<file path="config.mk">
export PLATFORM = sky130hd
export DESIGN_NAME = watchdog_ctrl_status_guard
export DESIGN_NICKNAME = d
export VERILOG_FILES = /design/src/watchdog_pkg.sv /design/src/watchdog_ctrl_status_guard.sv
export SDC_FILE = /design/constraint.sdc
export NUM_CORES = 1
export LEC_CHECK = 0
export BUFFER_PORTS_ARGS = -buffer_cell sky130_fd_sc_hd__buf_4
export CORE_MARGIN = 3
export CORE_UTILIZATION = 40
export DETAILED_ROUTE_END_ITERATION = 8
export SYNTH_ARGS = -nofsm -noshare
export SYNTH_HDL_FRONTEND = slang
export SYNTH_SLANG_ARGS = --single-unit
</file>
<file path="constraint.sdc">
create_clock -name clk -period 2.9 [get_ports clk]
set_input_delay 0.145 -clock clk [delete_from_list [all_inputs] [get_ports clk]]
set_output_delay 0.145 -clock clk [all_outputs]
set_load 0.1 [all_outputs]
</file>
<file path="src/watchdog_pkg.sv">
// Package: register map, field positions, reset values and state type of the watchdog
package watchdog_pkg;

  // ----------------------------------------
  // Register byte offsets
  // ----------------------------------------
  localparam logic [7:0] GUARD_OFF = 8'h00;
  localparam logic [7:0] MODE_OFF = 8'h04;
  localparam logic [7:0] COUNT_OFF = 8'h08;
  localparam logic [7:0] CKSEL_OFF = 8'h0C;
  localparam logic [7:0] STBY_OFF = 8'h10;

  // ----------------------------------------
  // Guard control field positions
  // ----------------------------------------
  localparam int CWE_INH = 7;
  localparam int CWE_BIT = 6;
  localparam int RWE_INH = 5;
  localparam int RWE_BIT = 4;
  localparam int RUN_INH = 3;
  localparam int RUN_BIT = 2;
  localparam int RST_INH = 1;
  localparam int RST_BIT = 0;

  // ----------------------------------------
  // Mode control field positions
  // ----------------------------------------
  localparam int OVF_BIT = 7;
  localparam int MODE_INH = 6;
  localparam int MODE_BIT = 5;
  localparam int IE_INH = 4;
  localparam int IE_BIT = 3;

  // Bits that always read as one
  localparam logic [7:0] GUARD_ONES = 8'hAA;
  localparam logic [7:0] MODE_ONES = 8'h57;
  localparam logic [7:0] CKSEL_ONES = 8'hF0;

  // ----------------------------------------
  // Clock source selection and counter reset and maximum values
  // ----------------------------------------
  localparam int PRESC_W = 13;
  localparam int SYS_DIV_BASE = 6;
  localparam logic [3:0] CKS_SUB16 = 4'h4;
  localparam logic [3:0] CKS_SUB256 = 4'h5;
  localparam logic [3:0] CKS_RESET = 4'h0;
  localparam logic [7:0] COUNT_RESET = 8'h00;
  localparam logic [7:0] COUNT_MAX = 8'hFF;
  localparam logic [3:0] SUB16_MASK = 4'hF;
  localparam logic [7:0] SUB256_MASK = 8'hFF;

  // All state of the block
  typedef struct packed {
    logic cwe;
    logic rwe;
    logic run;
    logic rstStat;
    logic ovf;
    logic ovfArmed;
    logic intervalMode;
    logic ovfIrqEn;
    logic [3:0] cks;
    logic standby;
    logic [7:0] count;
    logic [PRESC_W-1:0] presc;
    logic [1:0] subSync;
    logic subPrev;
    logic [7:0] subDiv;
    logic [1:0] oscSync;
    logic oscPrev;
    logic [31:0] rdata;
    logic rstPulse;
    logic irq;
  } wdt_state_t;

  localparam wdt_state_t STATE_RESET = '{
    cwe: 1'b0, rwe: 1'b0, run: 1'b1, rstStat: 1'b0, ovf: 1'b0, ovfArmed: 1'b0,
    intervalMode: 1'b0, ovfIrqEn: 1'b0, cks: CKS_RESET, standby: 1'b0,
    count: COUNT_RESET, presc: '0, subSync: 2'h0, subPrev: 1'b0, subDiv: 8'h00,
    oscSync: 2'h0, oscPrev: 1'b0, rdata: 32'h0000_0000, rstPulse: 1'b0, irq: 1'b0
  };

endpackage
</file>
<file path="src/watchdog_ctrl_status_guard.sv">
// Watchdog / interval timer with guarded control registers behind an APB slave
`timescale 1ns/10ps

module watchdog_ctrl_status_guard (
  input wire logic clk, // System clock, 10 MHz
  input wire logic rst_n, // External reset pin, async, active low
  input wire logic psel, // APB select
  input wire logic penable, // APB enable
  input wire logic pwrite, // APB direction
  input wire logic [7:0] paddr, // APB byte address
  input wire logic [31:0] pwdata, // APB write data
  output logic [31:0] prdata, // APB read data
  output logic pready, // APB ready
  output logic pslverr, // APB error on unmapped address
  input wire logic subClk, // Subclock pin, asynchronous
  input wire logic oscClk, // On-chip oscillator, asynchronous
  output logic chipResetReq, // Internal reset pulse, one cycle
  output logic intervalIrq // Interval timer interrupt level
);

  // ----------------------------------------
  // State registers
  // ----------------------------------------
  // Local copy of the prescaler width, declared before its first use
  localparam int PRESC_W_LOCAL = watchdog_pkg::PRESC_W;

  watchdog_pkg::wdt_state_t st_reg;
  watchdog_pkg::wdt_state_t st_next;

  logic setupPhase;
  logic accessPhase;
  logic wrAccess;
  logic rdAccess;
  logic mapped;
  logic tick;
  logic wrap;
  logic [7:0] wd;
  logic [7:0] guardView;
  logic [7:0] modeView;
  logic [7:0] readByte;
  logic [PRESC_W_LOCAL-1:0] sysMask;
  logic [PRESC_W_LOCAL-1:0] sysOnes;
  logic subEdge;
  logic oscEdge;

  // ----------------------------------------
  // Bus decode
  // ----------------------------------------
  // No wait states: the read byte is captured in the setup cycle
  assign setupPhase = psel & ~penable;
  assign accessPhase = psel & penable;
  assign wrAccess = accessPhase & pwrite & mapped;
  assign rdAccess = accessPhase & ~pwrite & mapped;
  assign wd = pwdata[7:0];
  assign pready = accessPhase;
  assign pslverr = accessPhase & ~mapped;
  assign prdata = st_reg.rdata;
  assign chipResetReq = st_reg.rstPulse;
  assign intervalIrq = st_reg.irq;

  // Address decode and read mux
  always_comb begin
    mapped = 1'b1;
    readByte = 8'h00;
    if (paddr == watchdog_pkg::GUARD_OFF) begin
      readByte = guardView;
    end else if (paddr == watchdog_pkg::MODE_OFF) begin
      readByte = modeView;
    end else if (paddr == watchdog_pkg::COUNT_OFF) begin
      readByte = st_reg.count;
    end else if (paddr == watchdog_pkg::CKSEL_OFF) begin
      readByte = watchdog_pkg::CKSEL_ONES | {4'h0, st_reg.cks};
    end else if (paddr == watchdog_pkg::STBY_OFF) begin
      readByte = {7'h00, st_reg.standby};
    end else begin
      mapped = 1'b0;
    end
  end

  // Register views; inhibit and reserved positions read as one
  always_comb begin
    guardView = watchdog_pkg::GUARD_ONES;
    guardView[watchdog_pkg::CWE_BIT] = st_reg.cwe;
    guardView[watchdog_pkg::RWE_BIT] = st_reg.rwe;
    guardView[watchdog_pkg::RUN_BIT] = st_reg.run;
    guardView[watchdog_pkg::RST_BIT] = st_reg.rstStat;
    modeView = watchdog_pkg::MODE_ONES;
    modeView[watchdog_pkg::OVF_BIT] = st_reg.ovf;
    modeView[watchdog_pkg::MODE_BIT] = st_reg.intervalMode;
    modeView[watchdog_pkg::IE_BIT] = st_reg.ovfIrqEn;
  end

  // ----------------------------------------
  // Counter clock selection
  // ----------------------------------------
  // System divisions are taps of one free prescaler, so all share phase
  assign subEdge = st_reg.subSync[1] & ~st_reg.subPrev;
  assign oscEdge = st_reg.oscSync[1] & ~st_reg.oscPrev;
  assign sysOnes = '1;
  assign sysMask = PRESC_W_LOCAL'(sysOnes >> (3'd7 - st_reg.cks[2:0]));

  always_comb begin
    tick = 1'b0;
    if (st_reg.cks[3]) begin
      tick = (st_reg.presc & sysMask) == sysMask;
    end else if (st_reg.cks == watchdog_pkg::CKS_SUB16) begin
      tick = subEdge & (st_reg.subDiv[3:0] == watchdog_pkg::SUB16_MASK);
    end else if (st_reg.cks == watchdog_pkg::CKS_SUB256) begin
      tick = subEdge & (st_reg.subDiv == watchdog_pkg::SUB256_MASK);
    end else begin
      tick = oscEdge;
    end
  end

  // Standby and a cleared run bit both freeze the counter
  assign wrap = tick & st_reg.run & ~st_reg.standby
              & (st_reg.count == watchdog_pkg::COUNT_MAX);

  // ----------------------------------------
  // Next state
  // ----------------------------------------
  always_comb begin
    st_next = st_reg;
    st_next.rstPulse = 1'b0;

    // Synchronisers; the first stage feeds only the second
    st_next.subSync = {st_reg.subSync[0], subClk};
    st_next.subPrev = st_reg.subSync[1];
    st_next.oscSync = {st_reg.oscSync[0], oscClk};
    st_next.oscPrev = st_reg.oscSync[1];

    // Prescalers stop in standby, as the module clock would
    if (!st_reg.standby) begin
      st_next.presc = st_reg.presc + 1'b1;
      if (subEdge) begin
        st_next.subDiv = st_reg.subDiv + 8'h01;
      end
    end

    // Count while running
    if (tick && st_reg.run && !st_reg.standby) begin
      st_next.count = st_reg.count + 8'h01;
    end

    // Read data captured in the setup cycle
    if (setupPhase) begin
      st_next.rdata = {24'h00_0000, readByte};
    end

    // Reading the flag as one arms its clear
    if (rdAccess && paddr == watchdog_pkg::MODE_OFF && st_reg.ovf) begin
      st_next.ovfArmed = 1'b1;
    end

    // Register writes; low byte of write data taken, guards checked per field
    if (wrAccess) begin
      if (paddr == watchdog_pkg::GUARD_OFF) begin
        if (!wd[watchdog_pkg::CWE_INH]) begin
          st_next.cwe = wd[watchdog_pkg::CWE_BIT];
        end
        if (!wd[watchdog_pkg::RWE_INH]) begin
          st_next.rwe = wd[watchdog_pkg::RWE_BIT];
        end
        // The enable must already be set before this write
        if (st_reg.rwe && !wd[watchdog_pkg::RUN_INH]) begin
          st_next.run = wd[watchdog_pkg::RUN_BIT];
        end
        if (st_reg.rwe && !wd[watchdog_pkg::RST_INH]) begin
          st_next.rstStat = wd[watchdog_pkg::RST_BIT];
        end
      end else if (paddr == watchdog_pkg::MODE_OFF) begin
        if (!wd[watchdog_pkg::MODE_INH]) begin
          st_next.intervalMode = wd[watchdog_pkg::MODE_BIT];
        end
        if (!wd[watchdog_pkg::IE_INH]) begin
          st_next.ovfIrqEn = wd[watchdog_pkg::IE_BIT];
        end
        if (st_reg.ovfArmed && !wd[watchdog_pkg::OVF_BIT]) begin
          st_next.ovf = 1'b0;
          st_next.ovfArmed = 1'b0;
        end
      end else if (paddr == watchdog_pkg::COUNT_OFF) begin
        // Software kick overrides a same-cycle increment, but a same-cycle overflow reset in watchdog mode overrides the kick
        if (st_reg.cwe) begin
          st_next.count = wd;
        end
      end else if (paddr == watchdog_pkg::CKSEL_OFF) begin
        st_next.cks = wd[3:0];
      end else begin
        st_next.standby = wd[0];
      end
    end

    // Overflow: flag set wins over a same-cycle clear
    if (wrap) begin
      st_next.ovf = 1'b1;
      st_next.ovfArmed = 1'b0;
      if (!st_reg.intervalMode) begin
        // Internal reset re-initialises all but the synchronisers, then sets the status bit
        st_next = watchdog_pkg::STATE_RESET;
        st_next.subSync = {st_reg.subSync[0], subClk};
        st_next.subPrev = st_reg.subSync[1];
        st_next.oscSync = {st_reg.oscSync[0], oscClk};
        st_next.oscPrev = st_reg.oscSync[1];
        st_next.rstStat = 1'b1;
        st_next.rstPulse = 1'b1;
      end
    end

    // Interrupt level follows flag, enable and interval mode
    st_next.irq = st_next.ovf & st_next.ovfIrqEn & st_next.intervalMode;
  end

  // ----------------------------------------
  // State flops
  // ----------------------------------------
  // Pin reset restores everything, setting run and clearing status
  always_ff @(posedge clk or negedge rst_n) begin
    if (!rst_n) begin
      st_reg <= watchdog_pkg::STATE_RESET;
    end else begin
      st_reg <= st_next;
    end
  end

endmodule

</file>
==> key figures <==
Status
  – Status: complete, but fails checks
  – Failing checks: hold timing

Timing
  – Post-Route Setup TNS: 0 ns
  – Hold_ws: -0.06243 ns
  – Period Utilization, post-route: 0.9157
  – Layout Skew: 0.01150 ns
  – Fmax: 0.3766 GHz
  – Hold Fails Final Rpt: 32
  – Final max-slew violation count: 0
  – Least-Margin Pin Slew: 1.027 ns
  – Fin crit period: 2.656 ns
  – Setup violators final: 0
  – RSZ-0062 raised after global routing: no
  – Slew headroom: 0.3154

Cells and area
  – Inserted Diodes: 0
  – Multi-input combinational cell area: 0.001569 mm2
  – Most common cell after layout, fill and taps aside: dfrtp_1
  – Register area: 0.002053 mm2
  – Layout cells sized above 1: 0.1939
  – Largest register FFs: 41
  – Final nets: 468
  – Final cell count without fillers: 552
  – Area delta synth->final: 14.51%
  – Fin area: 0.004513 mm2
  – FILL cells: 893
  – Most frequent cells in the layout: dfrtp_1, buf_4, nor2_1

Logic synthesis
  – Primary FF master, synth: dfrtp_1
  – Cell Area, Synth: 0.003941 mm2
  – Synth unique cells: 40
  – Most area-consuming cells after synthesis: dfrtp_1, buf_4, nor2_1
  – Cells after Synth: 388
  – Post-synth EDFFs: 0
  – Dominant cell type by area after synthesis: dfrtp_1
  – Sequential fraction of the synthesis area: 0.5210
  – Syn_nets: 438
  – Synth Area per Inst: 10.16 um2
  – Top cell type's share of synthesized area: 0.5143
  – #FFs+latches synth: 82
  – YS warnings: 0
  – Async SR Flop Fraction: 1.000

GRT
  – First-pass GRT wire length: 13,700 um
  – GR Overflow Total: 0
  – Antenna violations before repair: 0
  – Largest net degree at the start of global routing: 83
  – Global Route Usage Sum: 0.1524
  – Vias in the first global route: 2,787

Power and ir drop
  – Power Density: 634.1 mW/mm2
  – Peak supply drop: 0.2461 mV
  – Lkg Pwr: 2.110 nW
  – Final Power: 2.862 mW

Route
  – Final wirelength: 7911 um
  – Final antenna-violating net count: 0
  – Via count: 2,723
  – Drt first pass iters: 4
  – Vias per cell: 4.933
  – Remaining DRCs: 0
  – DRT iter0 DRCs: 153
  – Wire per inst: 14.33 um

Worst setup path
  – Critical Path Fanout Max: 48
  – CP required: 3.13 ns
  – Setup CP Type: register to register
  – Worst path arrival time: 2.88 ns
  – CP endpoint kind: register
  – Reg-to-reg startpoint: st_reg[37]
  – CP Launch Type: register
  – Reg-to-reg slack, setup: 0.24 ns
  – Crit. Startpoint: st_reg[37]

Place
  – IO Port Bufs: 58
  – HPWL reported at the end of detailed placement: 5483 um
  – Cell Count Post-Placement: 534
  – Routability cong.: 0.8059
  – Post-place instance area: 0.004288 mm2

Die
  – Die W: 105.3 um
  – CORE AREA: 0.009415 mm2
  – Die H: 105.3 um
  – Die area: 0.01108 mm2
  – Starting Density: 0.4186
  – I/O Pins: 83
  – Placement Rows: 35

CTS
  – Cts repair resizes: 0
  – Worst skew pair latency: 0.35 ns
  – CTS Buf Count: 9
  – CTS Buffer Depth: 2
  – Sink Count: 82
  – CTS tree: done
  – Postcts setup bufs: 0
  – Root Buffer: clkbuf_8
  – Post-CTS Hold Buffers: 2
  – H-tree depth: 3
  – Clk slew on worst S/H paths: 0.08 ns

Run
  – Max_cap viols: 0

Hold path
  – HP Class: input port to async pin
==> stage by stage <==
stage | util | setup slack (ns)
global route | 0.4793 | 0.06482
global placement | 0.4554 | 0.2899
finish | 0.4793 | 0.2444
CTS | 0.4793 | 0.2431
floorplan | - | 0.4410
detailed placement | 0.4554 | 0.2597
==> logic make-up after synthesis <==
| kind of cell | after synthesis | share of synthesized area |
|---|---|---|
| buf+inv | 50 | 0.08095 |
| simple gates | 160 | 0.2073 |
| mux | 16 | 0.04063 |
| flops | 82 | 0.5210 |
| xor+xnor | 26 | 0.05778 |
| compound gates | 51 | 0.08286 |
| fa+ha+maj | 3 | 0.009525 |
==> where the power goes <==
group	switching, mW	internal [mW]	leakage, nW	total, mW
logic	0.279	0.250	0.940	0.529
registers	0.181	1.30	1.07	1.48
clock network	0.401	0.449	0.100	0.850
==> per-layer routing <==
metal / vias to the layer above / wire [um] / part of all wire / track usage
met3: 12 / 266 / 0.034 / 0.04164
li1: 1344 / - / - / -
met1: 1324 / 3701 / 0.47 / 0.2072
met2: 43 / 3804 / 0.48 / 0.2386
met4: 0 / 138 / 0.017 / 0.04499
met5: - / 0 / 0 / 0
==> final timing paths <==
check | end | cells after the start
min in group clk | guardView[2] | 3
hold / removal | st_reg[58] | 1
setup reg to reg | st_reg[62] | 9
hold reg to reg | st_reg[47] | 0
setup / recovery | st_reg[62] | 9
max in group asynchronous | st_reg[50] | 1
==> worst max-delay path, cell delays in order (launching register included) <==
cell,delay (ns)
dfrtp_1,0.39
ha_1,0.18
nand3_1,0.11
a2111o_1,0.41
a2111oi_2,0.36
a21oi_2,0.17
nor4_4,0.42
buf_12,0.28
o21bai_1,0.14
a21oi_1,0.05
==> synth_stat cells (all sizes together) (2+ instances only) <==
library cell / instances
nor3: 11
xnor2: 13
nand4: 5
o21bai: 5
nor2b: 5
buf: 39
o21ai: 10
clkbuf: 8
a21oi: 19
nand3b: 3
mux2i: 16
a211oi: 5
a2111oi: 5
nor2: 58
nor4: 2
xor2: 13
and3: 2
or3: 2
nand3: 13
nand2b: 10
dfrtp: 81
ha: 3
and2: 26
nand2: 17
nand4b: 2
inv: 3
and4: 2
o22ai: 3
==> final cells by class <==
cell class	count	area share
flip-flops and latches	82	0.4549
clock inverters	3	0.01026
inverters	3	0.002495
well taps	129	0.03576
multi-input cells	256	0.3477
clock buffers	13	0.03521
repair buffers	66	0.1137
Note: power is estimated with default switching activity, not from simulation.
